===== config.mk =====
export PLATFORM = sky130hd
export DESIGN_NAME = right_volume_mix_pll441_regs
export DESIGN_NICKNAME = d
export VERILOG_FILES = /design/src/audio_regs_pkg.sv /design/src/attenuator.sv /design/src/right_volume_mix_pll441_regs.sv
export SDC_FILE = /design/constraint.sdc
export NUM_CORES = 2
export LEC_CHECK = 0
export BUFFER_PORTS_ARGS = -buffer_cell sky130_fd_sc_hd__clkbuf_2
export CAP_MARGIN = 20
export CELL_PAD_IN_SITES_DETAIL_PLACEMENT = 0
export CELL_PAD_IN_SITES_GLOBAL_PLACEMENT = 1
export CORE_ASPECT_RATIO = 1.25
export CORE_UTILIZATION = 45
export CTS_BUF_LIST = sky130_fd_sc_hd__clkbuf_8
export DETAILED_ROUTE_END_ITERATION = 10
export PLACE_DENSITY = 0.89
export SETUP_SLACK_MARGIN = 0.15
export SYNTH_ARGS = -nofsm -noshare
export SYNTH_HDL_FRONTEND = slang
export SYNTH_SLANG_ARGS = --single-unit
export TNS_END_PERCENT = 30

===== constraint.sdc =====
create_clock -name clk_sys_i -period 9.97 [get_ports clk_sys_i]
set_input_delay 2.4925 -clock clk_sys_i [delete_from_list [all_inputs] [get_ports clk_sys_i]]
set_output_delay 2.4925 -clock clk_sys_i [all_outputs]
set_load 0.005 [all_outputs]

===== src/audio_regs_pkg.sv =====
// Package for the right-channel volume, mix and 44.1 kHz PLL register bank.
// Assumes one 250 MHz clock domain and an 8-bit register address space.
package audio_regs_pkg;

    // --------------------------------------------------------------
    // Register offsets
    // --------------------------------------------------------------
    localparam logic [7:0] ADDR_RIGHT_ATTENUATION = 8'h48;
    localparam logic [7:0] ADDR_RIGHT_TO_LEFT_MIX = 8'h49;
    localparam logic [7:0] ADDR_PLL_OUT_DIV_44K1 = 8'h50;
    localparam logic [7:0] ADDR_PLL_FRACTION_44K1_LOW = 8'h51;
    localparam logic [7:0] ADDR_PLL_FRACTION_44K1_HIGH = 8'h52;

    // --------------------------------------------------------------
    // Reset values and fields
    // --------------------------------------------------------------
    localparam logic [7:0] RESET_RIGHT_ATTENUATION = 8'h00;
    localparam logic [7:0] RESET_RIGHT_TO_LEFT_MIX = 8'hff;
    localparam logic [4:0] RESET_PLL_OUT_DIV_44K1 = 5'h00;
    localparam logic [7:0] RESET_PLL_FRACTION_BYTE = 8'h00;
    localparam int DIVIDER_WIDTH = 5;
    localparam logic [7:0] READ_UNMAPPED = 8'h00;

    // --------------------------------------------------------------
    // Attenuation arithmetic
    // --------------------------------------------------------------
    localparam int STEPS_PER_HALVING = 6;
    localparam int MANTISSA_FRAC_BITS = 15;

    // One register access taken from the control bus.
    typedef struct packed {
        logic wr;
        logic rd;
        logic [7:0] addr;
        logic [7:0] wdata;
    } reg_req_type;

    // One output sample pair.
    typedef struct packed {
        logic signed [15:0] right;
        logic signed [15:0] mix;
    } sample_pair_type;

endpackage


===== src/attenuator.sv =====
// Applies an attenuation of 1 dB per unit to one signed sample.
// Assumes the caller registers the result; this module is combinational.
`timescale 1ns/1ns
module attenuator #(
    parameter int SAMPLE_WIDTH = 16
) (
    input wire logic signed [SAMPLE_WIDTH-1:0] sample_i, // Input sample
    input wire logic [7:0] atten_i, // Attenuation in 1 dB units
    output logic signed [SAMPLE_WIDTH-1:0] sample_o // Attenuated sample
);

    // --------------------------------------------------------------
    // Gain lookup
    // --------------------------------------------------------------
    // Gain for the step within one 6 dB octave, in Q1.15.
    function automatic logic [15:0] mantissa(input logic [2:0] step);
        case (step)
            3'h0: mantissa = 16'h7fff;
            3'h1: mantissa = 16'h7215;
            3'h2: mantissa = 16'h65ad;
            3'h3: mantissa = 16'h5a9e;
            3'h4: mantissa = 16'h50c3;
            default: mantissa = 16'h47fb;
        endcase
    endfunction

    logic [7:0] octave;
    logic [2:0] step;
    logic signed [SAMPLE_WIDTH+16:0] product;

    always_comb begin
        octave = atten_i / 8'(audio_regs_pkg::STEPS_PER_HALVING);
        step = 3'(atten_i % 8'(audio_regs_pkg::STEPS_PER_HALVING));
        product = sample_i * $signed({1'b0, mantissa(step)});
        product = product >>> audio_regs_pkg::MANTISSA_FRAC_BITS;
        // Large values keep shifting the level down and end at silence.
        if (octave >= 8'(SAMPLE_WIDTH)) begin
            sample_o = '0;
        end else begin
            sample_o = SAMPLE_WIDTH'(product >>> octave);
        end
    end

endmodule // attenuator


===== src/right_volume_mix_pll441_regs.sv =====
// Register bank for right-channel attenuation, right-to-left mix and the
// 44.1 kHz PLL divider and fraction, with the right-channel gain path.
// Assumes register accesses arrive already decoded from the control bus.
//
// How it works
// - Right output sample is scaled by the right attenuation register.
// - Each unit of an attenuation value adds one 1 dB step.
// - All ones in right attenuation gives the largest attenuation.
// - Right attenuation is read/write and resets to zero on both resets.
// - Mix register attenuates the right channel's contribution to left.
// - Mix register is read/write and resets to all ones on both resets.
// - Divider register holds five low bits; upper three are ignored.
// - For 44.1 kHz the oscillator divides by divider value plus one.
// - Fraction low register gives bits 7..0, high gives bits 15..8.
// - Divider and fraction registers read/write, clear on both resets.
`timescale 1ns/1ns
module right_volume_mix_pll441_regs #(
    parameter int SAMPLE_WIDTH = 16
) (
    input wire logic clk_sys_i, // 250 MHz system clock
    input wire logic rst_n_i, // Synchronous hardware reset, active low
    input wire logic soft_reset_i, // Software reset, one-cycle pulse
    input wire audio_regs_pkg::reg_req_type reg_req_i, // Register access
    output logic [7:0] reg_rdata_o, // Read data
    output logic reg_rvalid_o, // Read data valid, one-cycle pulse
    input wire logic sample_valid_i, // Sample boundary strobe
    input wire logic signed [15:0] right_sample_i, // Right channel sample
    output audio_regs_pkg::sample_pair_type sample_o, // Right and mix out
    output logic sample_valid_o, // Output sample valid pulse
    output logic [7:0] right_attenuation_o, // Gain in use on right path
    output logic [7:0] right_to_left_mix_o, // Gain in use on mix path
    output logic [5:0] pll_div_ratio_44k1_o, // Oscillator division ratio
    output logic [15:0] pll_fraction_44k1_o // 16-bit PLL fraction
);

    // --------------------------------------------------------------
    // Register file
    // --------------------------------------------------------------
    logic [7:0] right_attenuation;
    logic [7:0] right_to_left_mix;
    logic [4:0] pll_out_div_44k1;
    logic [7:0] pll_fraction_44k1_low;
    logic [7:0] pll_fraction_44k1_high;
    logic [7:0] reg_rdata;
    logic reg_rvalid;
    logic [7:0] next_right_attenuation;
    logic [7:0] next_right_to_left_mix;
    logic [4:0] next_pll_out_div_44k1;
    logic [7:0] next_pll_fraction_44k1_low;
    logic [7:0] next_pll_fraction_44k1_high;
    logic [7:0] next_reg_rdata;
    logic next_reg_rvalid;

    always_comb begin
        next_right_attenuation = right_attenuation;
        next_right_to_left_mix = right_to_left_mix;
        next_pll_out_div_44k1 = pll_out_div_44k1;
        next_pll_fraction_44k1_low = pll_fraction_44k1_low;
        next_pll_fraction_44k1_high = pll_fraction_44k1_high;
        next_reg_rvalid = reg_req_i.rd;
        next_reg_rdata = reg_rdata;
        if (soft_reset_i) begin
            next_right_attenuation =
                audio_regs_pkg::RESET_RIGHT_ATTENUATION;
            next_right_to_left_mix =
                audio_regs_pkg::RESET_RIGHT_TO_LEFT_MIX;
            next_pll_out_div_44k1 =
                audio_regs_pkg::RESET_PLL_OUT_DIV_44K1;
            next_pll_fraction_44k1_low =
                audio_regs_pkg::RESET_PLL_FRACTION_BYTE;
            next_pll_fraction_44k1_high =
                audio_regs_pkg::RESET_PLL_FRACTION_BYTE;
            next_reg_rvalid = 1'b0;
        end else if (reg_req_i.wr) begin
            case (reg_req_i.addr)
                audio_regs_pkg::ADDR_RIGHT_ATTENUATION: begin
                    next_right_attenuation = reg_req_i.wdata;
                end
                audio_regs_pkg::ADDR_RIGHT_TO_LEFT_MIX: begin
                    next_right_to_left_mix = reg_req_i.wdata;
                end
                audio_regs_pkg::ADDR_PLL_OUT_DIV_44K1: begin
                    next_pll_out_div_44k1 =
                        reg_req_i.wdata[audio_regs_pkg::DIVIDER_WIDTH-1:0];
                end
                audio_regs_pkg::ADDR_PLL_FRACTION_44K1_LOW: begin
                    next_pll_fraction_44k1_low = reg_req_i.wdata;
                end
                audio_regs_pkg::ADDR_PLL_FRACTION_44K1_HIGH: begin
                    next_pll_fraction_44k1_high = reg_req_i.wdata;
                end
                default: begin
                end
            endcase
        end
        if (reg_req_i.rd && !soft_reset_i) begin
            case (reg_req_i.addr)
                audio_regs_pkg::ADDR_RIGHT_ATTENUATION: begin
                    next_reg_rdata = right_attenuation;
                end
                audio_regs_pkg::ADDR_RIGHT_TO_LEFT_MIX: begin
                    next_reg_rdata = right_to_left_mix;
                end
                audio_regs_pkg::ADDR_PLL_OUT_DIV_44K1: begin
                    next_reg_rdata = {3'h0, pll_out_div_44k1};
                end
                audio_regs_pkg::ADDR_PLL_FRACTION_44K1_LOW: begin
                    next_reg_rdata = pll_fraction_44k1_low;
                end
                audio_regs_pkg::ADDR_PLL_FRACTION_44K1_HIGH: begin
                    next_reg_rdata = pll_fraction_44k1_high;
                end
                default: begin
                    next_reg_rdata = audio_regs_pkg::READ_UNMAPPED;
                end
            endcase
        end
    end

    always_ff @(posedge clk_sys_i) begin
        if (!rst_n_i) begin
            right_attenuation <= audio_regs_pkg::RESET_RIGHT_ATTENUATION;
            right_to_left_mix <= audio_regs_pkg::RESET_RIGHT_TO_LEFT_MIX;
            pll_out_div_44k1 <= audio_regs_pkg::RESET_PLL_OUT_DIV_44K1;
            pll_fraction_44k1_low <= audio_regs_pkg::RESET_PLL_FRACTION_BYTE;
            pll_fraction_44k1_high <= audio_regs_pkg::RESET_PLL_FRACTION_BYTE;
            reg_rdata <= audio_regs_pkg::READ_UNMAPPED;
            reg_rvalid <= 1'b0;
        end else begin
            right_attenuation <= next_right_attenuation;
            right_to_left_mix <= next_right_to_left_mix;
            pll_out_div_44k1 <= next_pll_out_div_44k1;
            pll_fraction_44k1_low <= next_pll_fraction_44k1_low;
            pll_fraction_44k1_high <= next_pll_fraction_44k1_high;
            reg_rdata <= next_reg_rdata;
            reg_rvalid <= next_reg_rvalid;
        end
    end

    assign reg_rdata_o = reg_rdata;
    assign reg_rvalid_o = reg_rvalid;

    // --------------------------------------------------------------
    // PLL settings
    // --------------------------------------------------------------
    logic [5:0] pll_div_ratio;
    logic [15:0] pll_fraction;
    logic [5:0] next_pll_div_ratio;
    logic [15:0] next_pll_fraction;

    always_comb begin
        next_pll_div_ratio = {1'b0, next_pll_out_div_44k1} + 6'h01;
        next_pll_fraction = {next_pll_fraction_44k1_high,
                             next_pll_fraction_44k1_low};
    end

    always_ff @(posedge clk_sys_i) begin
        if (!rst_n_i) begin
            pll_div_ratio <= {1'b0, audio_regs_pkg::RESET_PLL_OUT_DIV_44K1}
                             + 6'h01;
            pll_fraction <= {audio_regs_pkg::RESET_PLL_FRACTION_BYTE,
                             audio_regs_pkg::RESET_PLL_FRACTION_BYTE};
        end else begin
            pll_div_ratio <= next_pll_div_ratio;
            pll_fraction <= next_pll_fraction;
        end
    end

    assign pll_div_ratio_44k1_o = pll_div_ratio;
    assign pll_fraction_44k1_o = pll_fraction;

    // --------------------------------------------------------------
    // Gain path
    // --------------------------------------------------------------
    // Gains are captured only on a sample strobe, so a word never sees a
    // gain that changes while it is being computed.
    logic [7:0] active_right_gain;
    logic [7:0] active_mix_gain;
    logic [7:0] next_active_right_gain;
    logic [7:0] next_active_mix_gain;
    audio_regs_pkg::sample_pair_type sample_out;
    audio_regs_pkg::sample_pair_type next_sample_out;
    logic sample_valid;
    logic next_sample_valid;
    logic signed [15:0] right_scaled;
    logic signed [15:0] mix_scaled;

    attenuator #(.SAMPLE_WIDTH(SAMPLE_WIDTH)) right_path (
        .sample_i(right_sample_i),
        .atten_i(right_attenuation),
        .sample_o(right_scaled)
    );

    attenuator #(.SAMPLE_WIDTH(SAMPLE_WIDTH)) mix_path (
        .sample_i(right_sample_i),
        .atten_i(right_to_left_mix),
        .sample_o(mix_scaled)
    );

    always_comb begin
        next_active_right_gain = active_right_gain;
        next_active_mix_gain = active_mix_gain;
        next_sample_out = sample_out;
        next_sample_valid = sample_valid_i;
        if (sample_valid_i) begin
            next_active_right_gain = right_attenuation;
            next_active_mix_gain = right_to_left_mix;
            next_sample_out.right = right_scaled;
            next_sample_out.mix = mix_scaled;
        end
    end

    always_ff @(posedge clk_sys_i) begin
        if (!rst_n_i) begin
            active_right_gain <= audio_regs_pkg::RESET_RIGHT_ATTENUATION;
            active_mix_gain <= audio_regs_pkg::RESET_RIGHT_TO_LEFT_MIX;
            sample_out <= '0;
            sample_valid <= 1'b0;
        end else begin
            active_right_gain <= next_active_right_gain;
            active_mix_gain <= next_active_mix_gain;
            sample_out <= next_sample_out;
            sample_valid <= next_sample_valid;
        end
    end

    assign sample_o = sample_out;
    assign sample_valid_o = sample_valid;
    assign right_attenuation_o = active_right_gain;
    assign right_to_left_mix_o = active_mix_gain;

endmodule // right_volume_mix_pll441_regs


Yosys cells after proc, flatten, opt, wreduce, memory -nomap -nowiden

Cells that the tools add are included.

$add $sub $neg: 1
$mul: 2
Divide/modulo/power cells: 4
Order comparisons: 2
Eq/ne operators: 13
Shift operators: 2
Multiplexer cells: 14
Bitwise gates (word level): 1
Reduce and logical (&&, ||, !) cells: 7

Operator list:

| cell                                                 | count |
|---|---|
| case mux 14 bit (5 select lines)                     | 2 |
| multiplier 16 x 16 -> 32 bit                         | 2 |
| 2-to-1 mux 8 bit                                     | 6 |
| == test 8 x 7 -> 1 bit, second input constant        | 5 |
| case mux 8 bit (5 select lines)                      | 1 |
| >>> shifter 17 x 8 -> 16 bit                         | 2 |
| 2-to-1 mux 16 bit                                    | 2 |
| divider 8 x 3 -> 8 bit, second input constant        | 2 |
| >= comparator 8 x 5 -> 1 bit, second input constant  | 2 |
| remainder unit 8 x 3 -> 8 bit, second input constant | 2 |
| 2-to-1 mux 5 bit                                     | 3 |
| == test 3 x 2 -> 1 bit, second input constant        | 4 |
| adder 5 x 1 -> 6 bit, second input constant          | 1 |
| == test 3 x 1 -> 1 bit, second input constant        | 2 |
| == test 3 bit, second input constant                 | 2 |
| logical NOT 3 bit                                    | 2 |
| AND reduction 2 bit                                  | 2 |
| OR reduction 2 bit                                   | 1 |
| logical AND 1 bit                                    | 1 |
| logical NOT 1 bit                                    | 1 |
| NOT 1 bit                                            | 1 |

Register bits after elaboration: 117
Latch bits: 0
Memory bits (writable): 0
Memory bits (read-only): 0
Input bits: 38
Output and inout bits: 80
Memories: 0

Depth between registers and ports, before layout

Depth after elaboration: 6
Gate-level depth with buffers: 41
Depth with buffers taken out: 36

Hierarchy

A second synthesis with hierarchy kept.

Cell total of the unflattened synthesis: 3178
Area total of the unflattened synthesis: 26997.1 µm²

Modules (own cells, without submodules):

| module                       | instances | cells each | area an instance (µm²) | seq. area each (µm²) |
|---|---|---|---|---|
| attenuator (mix_path)        | 1         | 1404       | 11692.5                | 0.0 |
| attenuator (right_path)      | 1         | 1379       | 11278.3                | 0.0 |
| right_volume_mix_pll441_regs | 1         | 395        | 4026.4                 | 2021.9 |

Least setup slack after synthesis

OpenSTA, ideal clock, no wires.

Path kind: input-to-reg
From: in right_sample_i[15]
To: reg sample_out (netlist bit sample_o[20])
Library setup time: 0.117 ns
Arrival time: 9.502 ns
Path slack: 0.350 ns
Stages: 27
Cells stage by stage: clkbuf_1 -> clkbuf_1 -> nand2_1 -> inv_1 -> fa_1 -> inv_1 -> fa_1 -> inv_1 -> fa_1 -> fa_1 -> fa_1 -> inv_1 -> fa_1 -> inv_1 -> ha_1 -> clkbuf_1 -> a21o_1 -> a21o_1 -> a21o_1 -> a21o_1 -> a22o_1 -> a221o_1 -> xor2_2 -> mux2_2 -> o211ai_1 -> nand3_1 -> a32o_1

Cells in the longest elaborated chain, start to end: 3

Ends and longest elaborated chain:

| element                      | RTL line                            | RTL |
|---|---|---|
| start: declaration           | right_volume_mix_pll441_regs.sv:27  | `input wire logic signed [15:0] right_sample_i,` |
| multiplier 16 x 16 -> 32 bit | attenuator.sv:34                    | `product = sample_i * $signed({1'b0, mantissa(step)});` |
| >>> shifter 17 x 8 -> 16 bit | attenuator.sv:40                    | `sample_o = SAMPLE_WIDTH'(product >>> octave);` |
| 2-to-1 mux 16 bit            | attenuator.sv:37                    | `if (octave >= 8'(SAMPLE_WIDTH)) begin` |
| end signal: assignment       | right_volume_mix_pll441_regs.sv:222 | `sample_out <= next_sample_out;` |
| end: declaration             | right_volume_mix_pll441_regs.sv:181 | `audio_regs_pkg::sample_pair_type sample_out;` |

Every way passes these cells.
A chain may end at the register's enable or synchronous reset.

Final worst setup path

From: in right_sample_i[15]
To: reg sample_out (netlist bit sample_o[5])

The elaborated chain is that of the path after synthesis.

==> results.toml <==
[setup_path]
max_stage_delay_ps = 670
cp.arrival_ps = 9780
critPathLaunchType = "input port"
endpoint_kind = "flop"
regToRegSetupSlack_ps = 550
worstPathRequired_ps = 10290
worstRegToRegCells = 34
r2r-start = "right_to_left_mix[4]"
path_class = "input port to flop"
crit_buf_inv = 8
crit_family = "adder cells"
cp_slowest_cell = "or4b_2"
crit_fanout = 13
cp-startpoint = "right_sample_i[15]"
timing.rr.end = "sample_o[5]"
path_common_cell = "fa_1"

[die]
core_um2 = 55950
die_width_um = 214.6
die_area_um2 = 57440
initial_utilization = 0.4542
io_pins = 118
die_h_um = 267.7
rows = 97

[placement]
placed_cell_area_um2 = 27150
hpwl_um = 56800
gp_congestion = 0.9299
port_buffers = 117

[worst_hold_path]
hp-start = "sample_o[1]"
min_path_cells = 2
whs_endpoint = "sample_o[1]"
hp-class = "flop to flop"

[timing]
hold_violations = 0
setup_tns_ps = 0
hold_ws_ps = 462.0
fin_crit_sh = 0.9492
slew_headroom = 0.2807
tightest_slew_ps = 1079
min_period_ps = 9464
max_freq_mhz = 105.7
rsz0062_at_grt = "true"
clock_skew_ps = 19.06
setup_viol = 0
drv_slew = 0

[route]
drtPass1Iterations = 6
postRouteAntennaNets = 0
post-route-drc-count = 0
vias = 20930
wirelength_um = 68990
viasPerCell = 5.456
wl_per_cell_um = 17.98
drtIter0Drc = 1435

[synthesis]
syn-num-nets = 3694
synthFlopType = "dfxtp_1"
avgSynthCellArea_um2 = 8.435
syn_area_um2 = 25410
async_flop_share = 0
yosysWarnings = 0
synth_cell_type_count = 92
synth_edf_count = 0
synth-seq-cells = 101
syn_inst = 3013
synth_area_leaders = "fa_1 (36%), ha_1 (9.2%), inv_1 (8.8%), dfxtp_1 (8.0%), nand2_1 (5.1%)"
synth_top_area_cell = "fa_1"
yosysTopAreaCellShare = 0.3592
ys_seq_area_frac = 0.07956

[global_route]
grt_pass1_wl_um = 113600
grt_start_max_net_pins = 51
grtUsageTotal = 0.2475
overflow = 0
antenna_found_initial = 0
grt_pass1_vias = 21600

[clocking]
ctsRootBufferMaster = "clkbuf_8"
cts_tree = "built"
clockBufferDepth = 2
clk_latency_ps = 410
clk_pin_slew_worst_paths_ps = 110
numCtsBuffers = 9
cts_sinks = 101
cts_max_level = 3

[final_layout]
final_cell_area_um2 = 27400
areaGrowthSynthToFinish_pct = 7.828
nNetsFinal = 3770
layout_common_cells = "inv_1 (595), fa_1 (455), nand2_1 (347)"
layout-drive-gt1-share = 0.1050
antenna_cells = 0
final_common_cell = "inv_1"
post-route-util = 0.4898

[status]
status = "finished, final reports clean"

[job]
cap_violations = 0
-- layout make-up --
class,instances,area [um2]
clock inverters,6,53.80
multi-input cells,2159,20610
well taps,742,928.4
inverters,598,2248
clock buffers,10,137.6
fillers,5324,28550
repair buffers,220,1386
flip-flops and latches,101,2036
-- worst register-to-register path: cells and delay by family (launching register included) --
| family | cells | cell delay, ps |
|---|---|---|
| and+or+nand+nor | 9 | 2310 |
| adders and majority gates | 7 | 3650 |
| AOI/OAI and AO/OA | 10 | 1730 |
| DFF | 1 | 390 |
| buffers and inverters | 8 | 1240 |
-- worst max path at each step --
| stage | cells past startpoint | slack (ps) | end |
|---|---|---|---|
| floorplan | 27 | 350 | sample_o[20] |
| global placement | 26 | 120 | sample_o[30] |
| detailed placement | 26 | 100 | sample_o[30] |
| CTS | 33 | 180 | sample_o[5] |
| global route | 34 | 130 | sample_o[5] |
| finish | 27 | 510 | sample_o[5] |
-- metrics by stage --
step,setup WS (ps),cells
after global placement,121.1,3820
after global routing,125.9,3836
final,506.1,3836
after CTS,177.9,3836
after detailed placement,95.24,3820
after floorplan,350.2,3013
-- metal layers --
layer	part of all wire	track usage
met3	0.045	0.01715
met4	0.032	0.08436
met5	0	0
met2	0.49	0.4292
met1	0.43	0.3280
-- registers in the layout, indices dropped and copies added (netlist names) --
| name | cells |
|---|---|
| right_attenuation | 8 |
| right_attenuation_o | 8 |
| reg_rvalid_o | 1 |
| pll_div_ratio_44k1_o | 6 |
| pll_fraction_44k1_high | 8 |
| pll_out_div_44k1 | 5 |
| right_to_left_mix_o | 8 |
| right_to_left_mix | 8 |
| pll_fraction_44k1_o | 1 |
| sample_o | 32 |
| reg_rdata_o | 8 |
| sample_valid_o | 1 |
| pll_fraction_44k1_low | 7 |
-- Yosys cell counts, types with 10 or more instances --
cell type,instances
o21ai_0,75
nand2_1,347
nand3_1,65
mux2i_1,39
a211oi_1,16
nor3_1,21
dfxtp_1,101
o21a_1,14
nor2b_1,43
and2_1,168
xor2_1,26
nand2b_1,20
nor2_1,91
a21oi_1,148
and3_1,44
mux2_2,11
a22oi_1,19
o21bai_1,12
clkbuf_1,131
o211ai_1,24
xnor2_1,50
a31oi_1,24
o31ai_1,12
inv_1,596
buf_2,10
fa_1,456
a31o_2,11
or2_2,12
a21o_1,44
nand4_1,10
o22ai_1,10
buf_1,11
ha_1,187
-- logic make-up (layout without fill, tap and decap cells) --
family,after synthesis,in the layout,synth area share
multiplexers,50,50,0.02023
AND/OR/NAND/NOR,868,868,0.1701
flip-flops,101,101,0.07956
buffers and inverters,753,834,0.1123
XOR/XNOR,77,77,0.02683
adder cells (fa/ha/maj),643,643,0.4513
AO/OA/AOI/OAI,521,521,0.1397
-- what timing repair did --
action | CTS | global route
gates resized for setup | 0 | 27
hold buffers | 0 | 0
setup endpoints to repair | 0 | 32
buffers inserted | 0 | 0
Power is not shown: default switching activity piles up to over one toggle a cycle in this logic, so the estimate is an artifact.
